===== src/pda_params.svh =====
// Register offsets, field positions, reset values and widths of the post divider block
`ifndef PDA_PARAMS_SVH
`define PDA_PARAMS_SVH

`define PDA_ADDR_W        4
`define PDA_DATA_W        32
`define PDA_DIV_W         8
`define PDA_FB_W          14
`define PDA_COARSE_W      4

`define PDA_REG_CTRL      4'h0
`define PDA_REG_DIV       4'h4
`define PDA_REG_FBDIV     4'h8
`define PDA_REG_STATUS    4'hC

`define PDA_CTRL_SWALLOW  0
`define PDA_CTRL_FBSEL    1
`define PDA_CTRL_PUSHPULL 2
`define PDA_CTRL_STAT_LO  3
`define PDA_CTRL_STAT_HI  4
`define PDA_CTRL_COARSE   8
`define PDA_CTRL_FINE_EN  12
`define PDA_CTRL_MASK     32'h0000_1F1F

`define PDA_DIV_P1        0
`define PDA_DIV_P2        8
`define PDA_DIV_P3        16
`define PDA_DIV_MASK      32'h00FF_FFFF
`define PDA_FBDIV_MASK    32'h0000_3FFF

`define PDA_STS_ALIGN     0
`define PDA_STS_FBCLK     1
`define PDA_STS_OUTCLK    2
`define PDA_STS_PIN       3

`define PDA_CTRL_RST      32'h0000_0000
`define PDA_DIV_RST       32'h0001_0101
`define PDA_FBDIV_RST     32'h0000_0001

`define PDA_RESP_OKAY     2'h0
`define PDA_RESP_SLVERR   2'h2

`endif


===== src/pda_pkg.sv =====
// Types shared by the post divider and phase alignment block
`include "pda_params.svh"

package pda_pkg;

  // Status pin modes in the order of their two-bit select code
  typedef enum logic [1:0] {
    PDA_MODE_LOCK,
    PDA_MODE_RANGE,
    PDA_MODE_ALIGN,
    PDA_MODE_FBMON
  } pda_stat_mode_t;

  // Whole state of the top module
  typedef struct packed {
    logic                          aw_held;
    logic [`PDA_ADDR_W-1:0]        aw_addr;
    logic                          w_held;
    logic [`PDA_DATA_W-1:0]        w_data;
    logic [`PDA_DATA_W/8-1:0]      w_strb;
    logic                          awready;
    logic                          wready;
    logic                          bvalid;
    logic [1:0]                    bresp;
    logic                          arready;
    logic                          rvalid;
    logic [`PDA_DATA_W-1:0]        rdata;
    logic [1:0]                    rresp;
    logic [`PDA_DATA_W-1:0]        ctrl;
    logic [`PDA_DATA_W-1:0]        div;
    logic [`PDA_DATA_W-1:0]        fbdiv;
    logic                          align_flag;
    logic                          pin_o;
    logic                          pin_oe;
    logic                          clk_p;
    logic                          clk_n;
    logic [`PDA_COARSE_W-1:0]      coarse;
    logic                          fine_en;
  } pda_state_t;

endpackage


===== src/pda_top.sv =====
// Post divider, pulse swallower, phase sampler and status pin with AXI4-Lite registers
//
// Contract
// RL1: Post divider is three cascaded stages, each with its own modulus.
// RL2: Overall division ratio equals the product of the three moduli.
// RL3: Output keeps a nominal half duty cycle, odd moduli included.
// RL4: Swallower deletes one VCO pulse before it reaches the post divider.
// RL5: Each zero-to-one request edge delays the output by one VCO period.
// RL6: Feedback source select picks VCO or post divider output for feedback.
// RL7: Host sets feedback modulus to a multiple of post ratio in loop.
// RL8: Alignment flag toggles whenever output and feedback phases align.
// RL9: Output clock is sampled by the feedback clock to set the flag.
// RL10: Host steps one slip at a time until the flag changes.
// RL11: Status select code high-one low-zero enters alignment flag mode.
// RL12: In alignment mode with push-pull enabled the flag drives the pin.
// RL13: In alignment mode reading the upper select bit returns the flag.
// RL14: Both select bits one route the feedback divider clock to the pin.
// RL15: The status pin is driven only while push-pull enable is one.
// RL16: Four-bit coarse code selects crystal load capacitance.
// RL17: Fine-tune enable bit switches voltage fine tuning on or off.
// RL18: Select code zero reports crystal loop lock, low meaning unlocked.
// RL19: Select code zero-one reports the out-of-range direction of the loop.
// RL20: Swallow request is edge detected in the VCO domain, one pulse each.
`timescale 1ns/1ps
`default_nettype none
`include "pda_params.svh"

module pda_top (
  input  wire logic                         aclk,
  input  wire logic                         aresetn,
  input  wire logic [`PDA_ADDR_W-1:0]       s_axi_awaddr,
  input  wire logic                         s_axi_awvalid,
  output logic                              s_axi_awready,
  input  wire logic [`PDA_DATA_W-1:0]       s_axi_wdata,
  input  wire logic [`PDA_DATA_W/8-1:0]     s_axi_wstrb,
  input  wire logic                         s_axi_wvalid,
  output logic                              s_axi_wready,
  output logic [1:0]                        s_axi_bresp,
  output logic                              s_axi_bvalid,
  input  wire logic                         s_axi_bready,
  input  wire logic [`PDA_ADDR_W-1:0]       s_axi_araddr,
  input  wire logic                         s_axi_arvalid,
  output logic                              s_axi_arready,
  output logic [`PDA_DATA_W-1:0]            s_axi_rdata,
  output logic [1:0]                        s_axi_rresp,
  output logic                              s_axi_rvalid,
  input  wire logic                         s_axi_rready,
  input  wire logic                         xtal_lock_ok,
  input  wire logic                         xtal_range_high,
  input  wire logic                         lock_status_pin_i,
  output logic                              lock_status_pin_o,
  output logic                              lock_status_pin_oe,
  output logic                              differential_clock_out_p,
  output logic                              differential_clock_out_n,
  output logic [`PDA_COARSE_W-1:0]          crystal_coarse_tune_code,
  output logic                              crystal_fine_tune_enable
);

  pda_pkg::pda_state_t s_q;
  pda_pkg::pda_state_t s_d;

  // Internal tick and clock levels of the divider chain
  logic                       vco_en;
  logic                       p1_tick;
  logic                       p2_tick;
  logic                       p3_tick;
  logic                       p1_level;
  logic                       p2_level;
  logic                       out_level;
  logic                       fb_src_tick;
  logic                       fb_tick;
  logic                       fb_level;

  // Control fields taken from the registers
  logic                       swallow_req;
  logic                       feedback_source_select;
  logic                       pushpull_en;
  pda_pkg::pda_stat_mode_t    stat_mode;
  logic [`PDA_DIV_W-1:0]      np1;
  logic [`PDA_DIV_W-1:0]      np2;
  logic [`PDA_DIV_W-1:0]      np3;
  logic [`PDA_FB_W-1:0]       nfb;

  // Bus write and read helpers
  logic                       aw_take;
  logic                       w_take;
  logic                       have_aw;
  logic                       have_w;
  logic [`PDA_ADDR_W-1:0]     wr_addr;
  logic [`PDA_DATA_W-1:0]     wr_data;
  logic [`PDA_DATA_W/8-1:0]   wr_strb;
  logic                       status_bit;
  logic [`PDA_DATA_W-1:0]     ctrl_rd;
  logic [`PDA_DATA_W-1:0]     status_rd;

  // Byte-lane merge of a write into an existing register value
  function automatic logic [`PDA_DATA_W-1:0] merge_bytes(
    input logic [`PDA_DATA_W-1:0]   old_v,
    input logic [`PDA_DATA_W-1:0]   new_v,
    input logic [`PDA_DATA_W/8-1:0] strb,
    input logic [`PDA_DATA_W-1:0]   mask
  );
    logic [`PDA_DATA_W-1:0] r;
    r = old_v;
    for (int i = 0; i < `PDA_DATA_W/8; i++) begin
      if (strb[i]) begin
        r[i*8 +: 8] = new_v[i*8 +: 8];
      end
    end
    return r & mask;
  endfunction

  // Field extraction from the control and divider registers
  assign swallow_req            = s_q.ctrl[`PDA_CTRL_SWALLOW];
  assign feedback_source_select = s_q.ctrl[`PDA_CTRL_FBSEL];
  assign pushpull_en            = s_q.ctrl[`PDA_CTRL_PUSHPULL];
  assign stat_mode              = pda_pkg::pda_stat_mode_t'(
                                    s_q.ctrl[`PDA_CTRL_STAT_HI:`PDA_CTRL_STAT_LO]);
  assign np1                    = s_q.div[`PDA_DIV_P1 +: `PDA_DIV_W];
  assign np2                    = s_q.div[`PDA_DIV_P2 +: `PDA_DIV_W];
  assign np3                    = s_q.div[`PDA_DIV_P3 +: `PDA_DIV_W];
  assign nfb                    = s_q.fbdiv[`PDA_FB_W-1:0];

  // RL4: gate VCO ticks
  pda_swallow u_swallow (
    .aclk    (aclk),
    .aresetn (aresetn),
    .request (swallow_req),
    .vco_en  (vco_en)
  );

  // RL1: three cascaded stages
  pda_div_stage #(.W(`PDA_DIV_W)) u_post1 (
    .aclk     (aclk),
    .aresetn  (aresetn),
    .tick_in  (vco_en),
    .half_in  (1'b1),
    .modulus  (np1),
    .tick_out (p1_tick),
    .level    (p1_level)
  );

  // RL2: stage two counts stage one wraps
  pda_div_stage #(.W(`PDA_DIV_W)) u_post2 (
    .aclk     (aclk),
    .aresetn  (aresetn),
    .tick_in  (p1_tick),
    .half_in  (p1_level),
    .modulus  (np2),
    .tick_out (p2_tick),
    .level    (p2_level)
  );

  // RL3: last stage sets the output duty
  pda_div_stage #(.W(`PDA_DIV_W)) u_post3 (
    .aclk     (aclk),
    .aresetn  (aresetn),
    .tick_in  (p2_tick),
    .half_in  (p2_level),
    .modulus  (np3),
    .tick_out (p3_tick),
    .level    (out_level)
  );

  // RL6: feedback source mux
  assign fb_src_tick = feedback_source_select ? p3_tick : 1'b1;  // VCO side is ahead of the swallower

  // Feedback divider; its wrap is the feedback-source clock event
  pda_div_stage #(.W(`PDA_FB_W)) u_fbdiv (
    .aclk     (aclk),
    .aresetn  (aresetn),
    .tick_in  (fb_src_tick),
    .half_in  (feedback_source_select ? out_level : 1'b1),
    .modulus  (nfb),
    .tick_out (fb_tick),
    .level    (fb_level)
  );

  // Status value shown on the pin and, except in the feedback monitor mode, in the upper select bit
  always_comb begin
    case (stat_mode)
      // RL18: lock status level
      pda_pkg::PDA_MODE_LOCK:  status_bit = xtal_lock_ok;
      // RL19: out-of-range direction
      pda_pkg::PDA_MODE_RANGE: status_bit = xtal_range_high;
      // RL11: alignment flag mode
      pda_pkg::PDA_MODE_ALIGN: status_bit = s_q.align_flag;
      // RL14: feedback divider clock
      pda_pkg::PDA_MODE_FBMON: status_bit = fb_level;
      default:                 status_bit = 1'b0;
    endcase
  end

  // Readback views of control and status
  always_comb begin
    ctrl_rd = s_q.ctrl;
    // RL13: flag replaces upper bit
    if (stat_mode != pda_pkg::PDA_MODE_FBMON) begin
      ctrl_rd[`PDA_CTRL_STAT_HI] = status_bit;
    end
    status_rd                  = '0;
    status_rd[`PDA_STS_ALIGN]  = s_q.align_flag;
    status_rd[`PDA_STS_FBCLK]  = fb_level;
    status_rd[`PDA_STS_OUTCLK] = out_level;
    status_rd[`PDA_STS_PIN]    = lock_status_pin_i;
  end

  // Write channel acceptance; address and data may come in either order
  assign aw_take = s_axi_awvalid && s_q.awready;
  assign w_take  = s_axi_wvalid && s_q.wready;
  assign have_aw = s_q.aw_held || aw_take;
  assign have_w  = s_q.w_held || w_take;
  assign wr_addr = s_q.aw_held ? s_q.aw_addr : s_axi_awaddr;
  assign wr_data = s_q.w_held ? s_q.w_data : s_axi_wdata;
  assign wr_strb = s_q.w_held ? s_q.w_strb : s_axi_wstrb;

  // Next state of bus slave, registers, sampler and outputs
  always_comb begin
    s_d = s_q;

    // Hold address or data that arrived alone
    if (aw_take) begin
      s_d.aw_held = 1'b1;
      s_d.aw_addr = s_axi_awaddr;
    end
    if (w_take) begin
      s_d.w_held = 1'b1;
      s_d.w_data = s_axi_wdata;
      s_d.w_strb = s_axi_wstrb;
    end
    if (s_q.bvalid && s_axi_bready) begin
      s_d.bvalid = 1'b0;
    end

    // Complete a write once both halves are present
    if (have_aw && have_w && !s_q.bvalid) begin
      s_d.aw_held = 1'b0;
      s_d.w_held  = 1'b0;
      s_d.bvalid  = 1'b1;
      s_d.bresp   = `PDA_RESP_OKAY;
      case (wr_addr)
        `PDA_REG_CTRL:   s_d.ctrl  = merge_bytes(s_q.ctrl, wr_data, wr_strb,
                                                 `PDA_CTRL_MASK);
        `PDA_REG_DIV:    s_d.div   = merge_bytes(s_q.div, wr_data, wr_strb,
                                                 `PDA_DIV_MASK);
        `PDA_REG_FBDIV:  s_d.fbdiv = merge_bytes(s_q.fbdiv, wr_data, wr_strb,
                                                 `PDA_FBDIV_MASK);
        `PDA_REG_STATUS: s_d.bresp = `PDA_RESP_OKAY;
        default:         s_d.bresp = `PDA_RESP_SLVERR;
      endcase
    end
    s_d.awready = !s_d.aw_held && !s_d.bvalid;
    s_d.wready  = !s_d.w_held && !s_d.bvalid;

    // Read channel: one read at a time, answered the cycle after the address
    if (s_q.rvalid && s_axi_rready) begin
      s_d.rvalid = 1'b0;
    end
    if (s_axi_arvalid && s_q.arready) begin
      s_d.rvalid = 1'b1;
      s_d.rresp  = `PDA_RESP_OKAY;
      case (s_axi_araddr)
        `PDA_REG_CTRL:   s_d.rdata = ctrl_rd;
        `PDA_REG_DIV:    s_d.rdata = s_q.div;
        `PDA_REG_FBDIV:  s_d.rdata = s_q.fbdiv;
        `PDA_REG_STATUS: s_d.rdata = status_rd;
        default: begin
          s_d.rdata = '0;
          s_d.rresp = `PDA_RESP_SLVERR;
        end
      endcase
    end
    s_d.arready = !s_d.rvalid;

    // RL9: sample output on feedback clock
    if (fb_tick) begin
      // RL8: flag follows the sampled phase
      s_d.align_flag = out_level;
    end

    // RL12: status value onto the pin
    s_d.pin_o = status_bit;
    // RL15: drive only when enabled
    s_d.pin_oe = pushpull_en;

    // Differential output from the last post divider stage
    s_d.clk_p = out_level;
    s_d.clk_n = !out_level;

    // RL16: coarse load code
    s_d.coarse = s_q.ctrl[`PDA_CTRL_COARSE +: `PDA_COARSE_W];
    // RL17: fine tune enable
    s_d.fine_en = s_q.ctrl[`PDA_CTRL_FINE_EN];
  end

  // State register with synchronous reset
  always_ff @(posedge aclk) begin
    if (!aresetn) begin
      s_q       <= '0;
      s_q.ctrl  <= `PDA_CTRL_RST;
      s_q.div   <= `PDA_DIV_RST;
      s_q.fbdiv <= `PDA_FBDIV_RST;
      s_q.clk_n <= 1'b1;
    end else begin
      s_q <= s_d;
    end
  end

  // Ports straight from the state register
  assign s_axi_awready            = s_q.awready;
  assign s_axi_wready             = s_q.wready;
  assign s_axi_bvalid             = s_q.bvalid;
  assign s_axi_bresp              = s_q.bresp;
  assign s_axi_arready            = s_q.arready;
  assign s_axi_rvalid             = s_q.rvalid;
  assign s_axi_rdata              = s_q.rdata;
  assign s_axi_rresp              = s_q.rresp;
  assign lock_status_pin_o        = s_q.pin_o;
  assign lock_status_pin_oe       = s_q.pin_oe;
  assign differential_clock_out_p = s_q.clk_p;
  assign differential_clock_out_n = s_q.clk_n;
  assign crystal_coarse_tune_code = s_q.coarse;
  assign crystal_fine_tune_enable = s_q.fine_en;

endmodule

`default_nettype wire


===== src/pda_div_stage.sv =====
// One programmable divider stage counting enable ticks, with near half duty level
`timescale 1ns/1ps
`default_nettype none

module pda_div_stage #(
  parameter int W = 8
) (
  input  wire logic         aclk,
  input  wire logic         aresetn,
  input  wire logic         tick_in,
  input  wire logic         half_in,  // High in the first half of one input tick
  input  wire logic [W-1:0] modulus,
  output logic              tick_out,
  output logic              level
);

  typedef struct packed {
    logic [W-1:0] cnt;
    logic         tick;
    logic         level;
  } pda_stage_t;

  pda_stage_t s_q;
  pda_stage_t s_d;
  logic [W-1:0] eff;
  logic [W-1:0] half;

  // Modulus zero acts as one; an odd modulus splits its middle input tick by half_in
  always_comb begin
    eff  = (modulus == '0) ? W'(1) : modulus;
    half = eff >> 1;
    s_d      = s_q;
    s_d.tick = 1'b0;
    if (tick_in) begin
      if (s_q.cnt >= eff - 1'b1) begin
        s_d.cnt  = '0;
        s_d.tick = 1'b1;
      end else begin
        s_d.cnt = s_q.cnt + 1'b1;
      end
    end
    // RL3: middle tick split
    s_d.level = (s_d.cnt < half) || (eff[0] && (s_d.cnt == half) && half_in);
  end

  // State register
  always_ff @(posedge aclk) begin
    if (!aresetn) begin
      s_q <= '{cnt: '0, tick: 1'b0, level: 1'b1};
    end else begin
      s_q <= s_d;
    end
  end

  assign tick_out = s_q.tick;
  assign level    = s_q.level;

endmodule

`default_nettype wire


===== src/pda_swallow.sv =====
// Pulse swallower: drops one VCO tick per rising edge of the request bit
`timescale 1ns/1ps
`default_nettype none

module pda_swallow (
  input  wire logic aclk,
  input  wire logic aresetn,
  input  wire logic request,
  output logic      vco_en
);

  typedef struct packed {
    logic req;
    logic en;
  } pda_swallow_t;

  pda_swallow_t s_q;
  pda_swallow_t s_d;

  // Edge detect on the request level; the tick after a rise is withheld
  always_comb begin
    s_d.req = request;
    // RL20: rise detect once
    s_d.en = !(request && !s_q.req);
  end

  // State register
  always_ff @(posedge aclk) begin
    if (!aresetn) begin
      s_q <= '{req: 1'b0, en: 1'b1};
    end else begin
      s_q <= s_d;
    end
  end

  // RL5: one tick gap
  assign vco_en = s_q.en;

endmodule

`default_nettype wire


===== config.mk =====
export PLATFORM = sky130hd
export DESIGN_NAME = pda_top
export DESIGN_NICKNAME = d
export VERILOG_FILES = /design/src/pda_pkg.sv /design/src/pda_top.sv /design/src/pda_div_stage.sv /design/src/pda_swallow.sv
export VERILOG_INCLUDE_DIRS = /design/src /design/src/src
export SDC_FILE = /design/constraint.sdc
export NUM_CORES = 1
export LEC_CHECK = 0
export BUFFER_PORTS_ARGS = -buffer_cell sky130_fd_sc_hd__buf_2
export CORE_MARGIN = 5
export CORE_UTILIZATION = 30
export DETAILED_ROUTE_END_ITERATION = 10
export GPL_ROUTABILITY_DRIVEN = 0
export GPL_TIMING_DRIVEN = 0
export SYNTH_ARGS = -nofsm -noshare
export SYNTH_HDL_FRONTEND = slang
export SYNTH_SLANG_ARGS = --single-unit

===== constraint.sdc =====
create_clock -name aclk -period 5.9 [get_ports aclk]
set_input_delay 0.295 -clock aclk [delete_from_list [all_inputs] [get_ports aclk]]
set_output_delay 0.295 -clock aclk [all_outputs]
set_load 0.03 [all_outputs]

; ---- Word level (Yosys, flattened, before mapping)
; Index checks and enable logic that the tools add are counted.
; W data, S select, Z words.
[totals]
register_bits = 189
inputBits = 54
[op_classes]
add_sub_neg = 8
n_lt_le_gt_ge = 8
n_eq_ne = 14
muxes = 34
reduce_logical = 51
[ops]
columns = cell, count
row1 = $pmux W24 S4, 1
row2 = $mux W8, 6
row3 = $mux W37, 1
row4 = $mux W35, 1
row5 = $mux W14, 2
row6 = $mux W9, 3
row7 = $add A8 B1 Y8 const B, 3
row8 = $eq A8 B7 Y1, 3
row9 = $ge A8 B8 Y1, 3
row10 = $logic_not A8 Y1, 3
row11 = $lt A8 B7 Y1, 3
row12 = $mux W24, 1
row13 = $sub A8 B1 Y8 const B, 3
row14 = $reduce_and A3 Y1, 7
row15 = $logic_and A1 B1 Y1, 17
row16 = $eq A4 B4 Y1 const B, 4
row17 = $mux W15, 1
row18 = $add A14 B1 Y14 const B, 1
row19 = $eq A14 B13 Y1, 1
row20 = $ge A14 B14 Y1, 1
row21 = $logic_not A14 Y1, 1
row22 = $lt A14 B13 Y1, 1
row23 = $sub A14 B1 Y14 const B, 1
row24 = $mux W1, 11
row25 = other kinds (15), 36

; ---- Logic depth before layout (Yosys ltp)
; Gate-level depths: netlist (run 1).
[depth]
depth_word = 10
depth_mapped = 23
ltp_nobuf = 22

; ---- Cells and area by module
; A second synthesis (run 1) with hierarchy kept.
[unflattened]
cells_unflattened = 1141
hier_area_um2 = 9949.5
[modules_own_cells]
columns = mod, n_inst, cells_per_inst, area_per_inst_um2
row1 = pda_top, 1, 588, 5297.6
row2 = pda_div_stage (u_post1 ...), 3, 113, 949.7
row3 = pda_div_stage (u_fbdiv), 1, 210, 1749.2
row4 = pda_swallow, 1, 4, 53.8

; ---- Worst setup path before layout (run 1)
; OpenSTA, ideal clock, no wires.
[synth_path]
path_kind = register -> register
start = reg s_q, in the netlist nfb[4]
end = reg u_fbdiv.s_q, in the netlist u_fbdiv.level
arrival_time_ns = 4.575
required_time_ns = 5.768
slack_ns = 1.193
stages_incl_launch_ff = 24
path_buffers = 1
cell_sequence = dfxtp_1 > nor4_1 > nand2_1 > nor3_1 > a31oi_1 > ha_1 > and2_0 > and3_1 > xnor2_1 > ha_1 > and4_1 > nand3_1 > a311oi_1 > nor2_1 > nor2_1 > clkbuf_1 > nor2_1 > ha_1 > nand3_1 > o21bai_1 > a21boi_0 > o21ai_0 > a2bb2oi_1 > a2bb2oi_1
[synth_rtl]
columns = item, line
row1 = from (decl), pda_top.sv:59  ; pda_pkg::pda_state_t s_q;
row2 = to (signal assigned), pda_div_stage.sv:49  ; s_q <= '{cnt: '0, tick: 1'b0, level: 1'b1};
row3 = to (decl), pda_div_stage.sv:23  ; pda_stage_t s_q;

==> reports/results.ini, run 1 <==
[power]
power.share.combinational=0.087
total_switching_power_mw=0.6393
power.share.sequential=0.485
max-vdd-ir-drop_mv=0.1798
power_density_mw_per_mm2=223.5
design_internal_power_mw=1.804
power.static_leakage_nw=4.324
total_power_mw=2.443
clock_power_share=0.428
power_switching_share=0.2617

[worst_setup_path]
critical_path_cell_count=23
critPathLaunchType=register
reg2reg_depth=23
reg2reg_setup_slack_ns=0.53
timing.critical_path.to_type=register
cp_data_arrival_time_ns=5.62
startpoint=nfb[4]
crit_end=u_fbdiv.level
slowest_cell_on_crit_path=nor4_4
critPathKind=reg2reg
critical_path.reg2reg.startpoint=nfb[4]
endpoint_of_the_lowest_slack_register_to_register_path=u_fbdiv.level
cp_num_buf_inv=1
critical_path.max_fanout=10
cp.required_ns=6.16
critical_path.cell_chain=nor4_4, nand2_1, nor3_1, a31oi_1, ha_1, and2_0, and3_1, xnor2_1, ha_1, and4_1, nand3_1, a311oi_1, nor2_1, nor2_1, clkbuf_2, nor2_1, ha_1, nand3_1, o21bai_1, a21boi_0, o21ai_0, a2bb2oi_1, a2bb2oi_1
category_of_cells_accounting_for_the_largest_share_of_critical_path_delay=simple AND/OR/NAND/NOR gates
crit_path_max_incr_delay_ns=0.42

[finish]
post-route-cell-area_mm2=0.01093
antenna-diode-count=0
nets=1383
instances_no_fill=1658
drive_gt1_frac=0.1529
mostFrequentLayoutCell=dfxtp_1
commonest_non_fill_non_tap_cells_in_the_layout=dfxtp_1, nand2_1, nor2_1
syn_to_final_growth_pct=16.17

[floorplan]
core_area_mm2=0.03075
rows=64
io-pin-count=104
die_width_um=187.1
fp.dieArea_mm2=0.03500
die-height_um=187.1
initial_core_util=0.3059

[clock_tree]
clock_tree_from_tritoncts=done
root_buffer=clkbuf_16
clock_latency_ns=0.43
ctsHoldBuffers=0
h-tree-depth=4
clockBufferDepth=2
cts.sinks=170
cts_inserted_buffers=17
cts.reportedPaths.clkPinSlew_ns=0.06

[global_route]
antenna_violations_before_repair=0
grt_pass1_wl_um=42990
largest_net_degree_at_the_start_of_global_routing=17
track_usage=0.1517
grt.overflow.total=0
number_of_global_route_vias_before_repair=7812

[yosys]
post_synth_mux_area_share=0.03870
simple_gate_portion_of_the_synthesized_area=0.2115
netlist-cell-type-count=62
syn-mean-instance-area_um2=8.274
ys.flop_type=dfxtp_1
synthesis.area_mm2=0.009408
ys_async_sr_fraction=0
synthAdderAreaFrac=0.1064
seq_area_frac_synth=0.3618
postSynthRegisterBits=170
xor_and_xnor_fraction_of_the_mapped_netlist_area=0.04841
synth-edff-count=0
main_combinational_cell_family_by_area_after_synthesis=simple AND/OR/NAND/NOR gates
synthesis.yosys.warnings=0
post_synth_inst_count=1137
post_synthesis_compound_gate_area_fraction=0.1576

[min_path]
min_delay_path_depth=3
worstHoldPathType=in2reg

[place]
post-place-cells=1626
postPlaceCellArea_mm2=0.01036
hpwl_detailed_um=21470
port_buffers=84

[sta]
timing.final.crit_period_ns=5.366
maxSlewHeadroom=0.2027
setup_viol=0
worstMarginPinSlew_ns=1.179
max_freq_mhz=186.4
post_route_fraction_of_the_period_consumed_by_the_critical_path=0.9095
clock_skew_ns=0.008823
rsz0062_at_grt=false
timing.final.hold_violations=0
totalNegativeSetupSlack_ns=0
timing.final.max_slew_violations=0

[detailed_routing]
drt_pre_antenna_iters=6
viasPerCell=4.919
detail_route.drc_violations=0
post_drt_wl_per_cell_um=16.26
initialDrtViolationCount=425
dr_total_vias=8156
drt-total-wl_um=26960
drtAntennaViolNets=0

[flow_run]
timing.max_cap.violations=0

[run_status]
result_of_the_run=finished clean

==> worst reg2reg max path, stage by stage (launching register included) <==
cell and delay (ns):
dfxtp_1 0.39, nor4_4 0.42, nand2_1 0.12, nor3_1 0.32
a31oi_1 0.23, ha_1 0.25, and2_0 0.24, and3_1 0.24
xnor2_1 0.15, ha_1 0.28, and4_1 0.21, nand3_1 0.12
a311oi_1 0.37, nor2_1 0.13, nor2_1 0.24, clkbuf_2 0.27
nor2_1 0.08, ha_1 0.29, nand3_1 0.09, o21bai_1 0.17
a21boi_0 0.18, o21ai_0 0.10, a2bb2oi_1 0.17, a2bb2oi_1 0.10
==> cell type report <==
cell class	count	area, um^2
Buffer	91	529.3
Timing Repair Buffer	84	420.4
Clock inverter	13	96.34
Fill cell	3265	19820
Sequential cell	170	3403
Multi-Input combinational cell	837	5351
Tap cell	396	495.5
Inverter	48	180.2
Clock buffer	19	452.9
==> power groups by stage <==
stage / registers, mW / logic (mW) / clock network [mW]
global placement: 1.21 / 0.210 / 0
detailed placement: 1.21 / 0.212 / 0
finish: 1.18 / 0.213 / 1.05
CTS: 1.18 / 0.213 / 1.07
global route: 1.19 / 0.231 / 1.12
floorplan: 1.21 / 0.129 / 0
==> metal layers <==
| metal | vias to the layer above | global-route usage | routed length (um) |
|---|---|---|---|
| met3 | 37 | 0.02016 | 926 |
| met5 | - | 0 | 0 |
| li1 | 4141 | - | - |
| met2 | 167 | 0.2618 | 13070 |
| met4 | 0 | 0.04977 | 551 |
| met1 | 3811 | 0.1961 | 12410 |
==> cells in the mapped netlist, types with 2 or more instances <==
| library cell | n | share of area |
|---|---|---|
| buf_1 | 8 | 0.0032 |
| a2bb2oi_1 | 2 | 0.0019 |
| inv_1 | 47 | 0.019 |
| a21boi_0 | 2 | 0.0016 |
| o31ai_1 | 3 | 0.0024 |
| buf_2 | 3 | 0.0016 |
| or3_1 | 6 | 0.0040 |
| a31oi_1 | 5 | 0.0033 |
| a211oi_1 | 32 | 0.026 |
| nand2b_1 | 11 | 0.0073 |
| nand2_1 | 134 | 0.053 |
| o21bai_1 | 4 | 0.0032 |
| nor3_1 | 32 | 0.017 |
| xor2_1 | 18 | 0.017 |
| and4_1 | 3 | 0.0028 |
| o2111ai_1 | 3 | 0.0028 |
| mux2_2 | 17 | 0.020 |
| nor2b_1 | 15 | 0.010 |
| o31a_1 | 2 | 0.0019 |
| nand4_1 | 21 | 0.014 |
| buf_6 | 3 | 0.0036 |
| a21oi_1 | 95 | 0.051 |
| nor4b_1 | 2 | 0.0019 |
| mux2i_1 | 15 | 0.016 |
| nand3_1 | 47 | 0.025 |
| xnor2_1 | 34 | 0.032 |
| o32a_1 | 2 | 0.0021 |
| nor4_1 | 8 | 0.0053 |
| o21a_1 | 11 | 0.0088 |
| dfxtp_1 | 170 | 0.36 |
| nor2_1 | 109 | 0.043 |
| and2_1 | 17 | 0.011 |
| buf_4 | 40 | 0.032 |
| a21o_1 | 14 | 0.011 |
| a22oi_1 | 13 | 0.010 |
| o21ai_0 | 40 | 0.021 |
| ha_1 | 80 | 0.11 |
| and3_1 | 10 | 0.0066 |
| clkbuf_1 | 36 | 0.014 |
==> kinds of logic (layout without fill, tap and decap cells) <==
kind of cell | count (synthesis) | in the layout
and+or+nand+nor | 424 | 424
muxes | 33 | 33
xor gates and xnor gates | 52 | 52
buffers and inverters | 139 | 255
other | 1 | 10
adders and majority gates | 80 | 80
AOI/OAI and AO/OA | 238 | 238
DFF | 170 | 170
==> flip-flops by register name, indices dropped and copies added, names as in the netlist, 4 cells and up <==
signal and cells:
u_fbdiv.s_q 14, nfb 14, u_post1.s_q 8, np3 8
ctrl_rd 9, np1 8, s_q 35, u_post2.s_q 8
crystal_coarse_tune_code 4, s_axi_rdata 24, np2 8, u_post3.s_q 8
==> through the flow <==
stage / hold slack [ns] / utilization / setup slack (ns)
final: 0.1093 / 0.3554 / 0.5342
after global routing: 0.1098 / 0.3554 / 0.1012
after CTS: 0.09529 / 0.3549 / 0.04823
after detailed placement: 0.3980 / 0.3370 / 0.04553
after global placement: 0.3916 / 0.3368 / 0.1423
after floorplan: 0.3863 / - / 1.193
==> worst min-delay path by stage <==
stage / end / startpoint / slack, ns
after global placement: u_swallow.vco_en / u_swallow.s_q[1] / 0.39
final: s_q[156] / s_axi_wdata[5] / 0.11
after detailed placement: u_swallow.vco_en / u_swallow.s_q[1] / 0.40
after floorplan: u_swallow.vco_en / u_swallow.s_q[1] / 0.39
after CTS: s_q[156] / s_axi_wdata[5] / 0.1
after global routing: s_q[156] / s_axi_wdata[5] / 0.11
==> timing repair <==
item	CTS	global route
endpoints found under the setup margin	0	1
gates resized for setup	0	4
buffers inserted	0	0
No activity file was read; power rests on OpenSTA's default activity.
==> run 2, diff against run 1 <==
--- a/config.mk
+++ b/config.mk
@@ -9,6 +9,7 @@
 export BUFFER_PORTS_ARGS = -buffer_cell sky130_fd_sc_hd__buf_2
 export CORE_MARGIN = 5
 export CORE_UTILIZATION = 30
+export CTS_BUF_LIST = sky130_fd_sc_hd__clkbuf_8
 export DETAILED_ROUTE_END_ITERATION = 10
 export GPL_ROUTABILITY_DRIVEN = 0
 export GPL_TIMING_DRIVEN = 0
==> reports/results.ini, run 2 (synthesized netlist as in run 1, its figures left out) <==
[global_route]
number_of_global_route_vias_before_repair=7800
largest_net_degree_at_the_start_of_global_routing=17
grt_pass1_wl_um=42790
grt.overflow.total=0
track_usage=0.1509
antenna_violations_before_repair=0

[min_path]
worstHoldPathType=in2reg
min_delay_path_depth=3
timing.hold.worst.start=s_axi_wdata[5]

[floorplan]
die_width_um=187.1
rows=64
fp.dieArea_mm2=0.03500
core_area_mm2=0.03075
initial_core_util=0.3059
io-pin-count=104
die-height_um=187.1

[detailed_routing]
drt-total-wl_um=26890
detail_route.drc_violations=0
viasPerCell=4.915
drtAntennaViolNets=0
drt_pre_antenna_iters=5
post_drt_wl_per_cell_um=16.22
initialDrtViolationCount=478
dr_total_vias=8149

[sta]
max_freq_mhz=184.9
post_route_fraction_of_the_period_consumed_by_the_critical_path=0.9167
timing.final.hold_violations=0
timing.final.crit_period_ns=5.408
worstMarginPinSlew_ns=1.158
maxSlewHeadroom=0.2174
setup_viol=0
rsz0062_at_grt=false
clock_skew_ns=0.008943
timing.final.max_slew_violations=0
timing.hold.ws_ns=0.06363
totalNegativeSetupSlack_ns=0

[power]
total_switching_power_mw=0.6062
power.static_leakage_nw=4.236
total_power_mw=2.161
power.share.combinational=0.098
max-vdd-ir-drop_mv=0.1307
clock_power_share=0.354
power.share.sequential=0.547
power_density_mw_per_mm2=201.3
design_internal_power_mw=1.555
power_switching_share=0.2805

[finish]
ff_latch_area_mm2=0.003403
multi_input_gate_area_in_the_final_layout_mm2=0.005351
drive_gt1_frac=0.1529
nets=1383
syn_to_final_growth_pct=14.14
flip_flop_count_of_the_largest_register_after_layout=35
fill_cells=3295
antenna-diode-count=0
regMostFlops=s_q
mostFrequentLayoutCell=dfxtp_1
commonest_non_fill_non_tap_cells_in_the_layout=dfxtp_1, nand2_1, nor2_1

[worst_setup_path]
timing.critical_path.to_type=register
startpoint=nfb[4]
reg2reg_setup_slack_ns=0.49
crit_end=u_fbdiv.level
cp.required_ns=6.20
critical_path.reg2reg.startpoint=nfb[4]
cp_data_arrival_time_ns=5.71
reg2reg_depth=23
endpoint_of_the_lowest_slack_register_to_register_path=u_fbdiv.level
critical_path.max_fanout=10
critPathLaunchType=register
critPathKind=reg2reg

[clock_tree]
cts_inserted_buffers=17
post_cts.resized_instances=0
clock_latency_ns=0.47
h-tree-depth=4
ctsHoldBuffers=0
postCtsSetupRepairBufs=0
clockBufferDepth=2
cts.reportedPaths.clkPinSlew_ns=0.09
root_buffer=clkbuf_8
clock_tree_from_tritoncts=done
cts.sinks=170

[place]
port_buffers=84
hpwl_detailed_um=21470

[flow_run]
timing.max_cap.violations=0

[run_status]
result_of_the_run=finished clean

-- run 2: cell types whose count changed in the layout (fill, tap and decap cells not counted) --
cell	delta
clkbuf_16	-17
clkbuf_8	+17
-- run 2: worst min path at each step --
stage / endpoint / slack (ns)
floorplan: u_swallow.vco_en / 0.39
finish: s_q[156] / 0.06
global placement: u_swallow.vco_en / 0.39
CTS: s_q[156] / 0.05
detailed placement: u_swallow.vco_en / 0.40
global route: s_q[168] / 0.05
-- run 2: cell type report --
cell class	instances	share of cell area
sequential	170	0.3169
timing repair buffer	84	0.03915
clock inverter	13	0.008972
inverter	48	0.01678
tap	396	0.04614
clock buffer	19	0.02435
multi-input combinational	837	0.4984
buffer	91	0.04929
-- run 2: critical path: stages (launching register included) --
cell and delay [ns]:
dfxtp_1 0.40, nor4_4 0.43, nand2_1 0.12, nor3_1 0.31, a31oi_1 0.23, ha_1 0.25, and2_0 0.24, and3_1 0.24
xnor2_1 0.15, ha_1 0.28, and4_1 0.21, nand3_1 0.12, a311oi_1 0.36, nor2_1 0.13, nor2_1 0.24, clkbuf_2 0.27
nor2_1 0.08, ha_1 0.29, nand3_1 0.09, o21bai_1 0.17, a21boi_0 0.23, o21ai_0 0.11, a2bb2oi_1 0.17, a2bb2oi_1 0.10
-- run 2: routing by layer --
metal  up-vias  GRT usage  routed length (um)
met5         -          0                   0
met4         0    0.04152                 523
met3        35    0.02520                 983
met2       169     0.2597               13080
met1      3804     0.1958               12300
li1       4141          -                   -
-- run 2: power groups by stage --
stage	Sequential, mW	Clock [mW]	Combinational (mW)
floorplan	1.21	0	0.129
global placement	1.21	0	0.210
detailed placement	1.21	0	0.212
CTS	1.18	0.784	0.213
global route	1.19	0.833	0.231
finish	1.18	0.766	0.212
-- run 2: per-stage QoR --
| stage | area (um^2) | util | std cells | setup slack [ns] |
|---|---|---|---|---|
| final | 10740 | 0.3492 | 1658 | 0.4915 |
| after detailed placement | 10360 | 0.3370 | 1626 | 0.04553 |
| after CTS | 10720 | 0.3487 | 1658 | 0.004971 |
| after floorplan | 9442 | - | 1146 | 1.193 |
| after global routing | 10740 | 0.3492 | 1658 | 0.08001 |
| after global placement | 10360 | 0.3368 | 1626 | 0.1423 |
==> run 3, diff against run 2 <==
==> constraint.sdc (replaced) <==
create_clock -name aclk -period 6.6 [get_ports aclk]
set_input_delay 0.33 -clock aclk [delete_from_list [all_inputs] [get_ports aclk]]
set_output_delay 0.33 -clock aclk [all_outputs]
set_load 0.03 [all_outputs]
==> reports/results.ini, run 3 (synthesized netlist as in run 1, its figures left out) <==
[global_route]
largest_net_degree_at_the_start_of_global_routing=17
antenna_violations_before_repair=0
number_of_global_route_vias_before_repair=7800
grt.overflow.total=0
grt_pass1_wl_um=42790
track_usage=0.1509

[worst_setup_path]
slowest_cell_on_crit_path=nor4_1
crit_path_max_incr_delay_ns=0.76
startpoint=nfb[4]
reg2reg_depth=23
critical_path.cell_chain=nor4_1, nand2_1, nor3_1, a31oi_1, ha_1, and2_0, and3_1, xnor2_1, ha_1, and4_1, nand3_1, a311oi_1, nor2_1, nor2_1, clkbuf_1, nor2_1, ha_1, nand3_1, o21bai_1, a21boi_0, o21ai_0, a2bb2oi_1, a2bb2oi_1
critPathKind=reg2reg
endpoint_of_the_lowest_slack_register_to_register_path=u_fbdiv.level
cp_data_arrival_time_ns=6.25
critical_path.reg2reg.startpoint=nfb[4]
critPathLaunchType=register
reg2reg_setup_slack_ns=0.65
timing.critical_path.to_type=register
critical_path.max_fanout=10
cp.required_ns=6.90

[sta]
totalNegativeSetupSlack_ns=0
clock_skew_ns=0.01053
setup_ws_ns=0.6523
max_freq_mhz=168.1
worstMarginPinSlew_ns=1.177
timing.final.crit_period_ns=5.948
rsz0062_at_grt=false
timing.final.hold_violations=0
post_route_fraction_of_the_period_consumed_by_the_critical_path=0.9012
maxSlewHeadroom=0.2045
timing.final.max_slew_violations=0
setup_viol=0
timing.hold.ws_ns=0.09950

[finish]
drive_gt1_frac=0.1513
nets=1383
flip_flop_count_of_the_largest_register_after_layout=35
commonest_non_fill_non_tap_cells_in_the_layout=dfxtp_1, nand2_1, nor2_1
regMostFlops=s_q
mostFrequentLayoutCell=dfxtp_1
syn_to_final_growth_pct=13.96
fill_cells=3296
instances_no_fill=1658
antenna-diode-count=0

[clock_tree]
h-tree-depth=4
root_buffer=clkbuf_8
cts.sinks=170
clockBufferDepth=2
cts.reportedPaths.clkPinSlew_ns=0.09
clock_tree_from_tritoncts=done
cts_inserted_buffers=17
ctsHoldBuffers=0
clock_latency_ns=0.48
postCtsSetupRepairBufs=0
post_cts.resized_instances=0

[detailed_routing]
detail_route.drc_violations=0
viasPerCell=4.923
drtAntennaViolNets=0
dr_total_vias=8162
drt_pre_antenna_iters=6
post_drt_wl_per_cell_um=16.22
drt-total-wl_um=26890
initialDrtViolationCount=480

[floorplan]
io-pin-count=104
die-height_um=187.1
core_area_mm2=0.03075
initial_core_util=0.3059
fp.dieArea_mm2=0.03500
die_width_um=187.1
rows=64

[run_status]
result_of_the_run=finished clean

[place]
post-place-cells=1626
hpwl_detailed_um=21470
dp_worst_setup_slack_ns=0.7455
port_buffers=84

[min_path]
min_delay_path_depth=3
min_delay_worst_endpoint=s_q[156]
worstHoldPathType=in2reg
timing.hold.worst.start=s_axi_wdata[5]

[power]
power.static_leakage_nw=4.227
power_density_mw_per_mm2=180.1
max-vdd-ir-drop_mv=0.1156

[flow_run]
timing.max_cap.violations=0

[run 3: routing by layer]
metal | global-route usage | up-vias | wire (um)
met5 | 0 | - | 0
met4 | 0.04152 | 0 | 513
met3 | 0.02520 | 34 | 985
met2 | 0.2597 | 171 | 13050
met1 | 0.1958 | 3812 | 12340
li1 | - | 4145 | -
[run 3: worst max-delay path, delay by kind of cell, from the launching register on]
kind	cells	cell delay (ns)
flip-flops	1	0.38
adder cells (fa/ha/maj)	3	0.84
AO/OA/AOI/OAI	7	1.37
XOR/XNOR	1	0.15
AND/OR/NAND/NOR	11	2.64
buffers and inverters	1	0.38
[run 3: metrics by stage]
step	total power, mW	util	area, um^2
3_5_place_dp	1.271	0.3370	10360
3_3_place_gp	1.269	0.3368	10360
5_1_grt	2.012	0.3487	10720
2_1_floorplan	1.200	-	9442
6_report	1.931	0.3487	10720
4_1_cts	1.949	0.3487	10720
[run 3: cell type report]
class | instances | area (um^2) | area share
multi-input combinational | 837 | 5336 | 0.4977
sequential | 170 | 3403 | 0.3174
buffer | 91 | 528.0 | 0.04925
tap | 396 | 495.5 | 0.04621
timing repair buffer | 84 | 420.4 | 0.03921
clock buffer | 19 | 261.5 | 0.02439
inverter | 48 | 180.2 | 0.01680
clock inverter | 13 | 96.34 | 0.008986
[run 3: worst max path at each step]
stage	end	slack, ns	depth (start not counted)
after floorplan	u_fbdiv.level	1.89	23
final	u_fbdiv.level	0.65	23
after global placement	u_fbdiv.level	0.84	23
after CTS	u_fbdiv.level	0.70	23
after detailed placement	u_fbdiv.level	0.75	23
after global routing	u_fbdiv.level	0.22	23
[run 3: report_power, final]
group | total (mW) | internal [mW] | switching, mW | leakage (nW)
clock | 0.684 | 0.282 | 0.402 | 0.182
combinational | 0.190 | 0.0636 | 0.126 | 2.67
sequential | 1.06 | 1.04 | 0.0133 | 1.38
total | 1.93 | 1.39 | 0.541 | 4.23
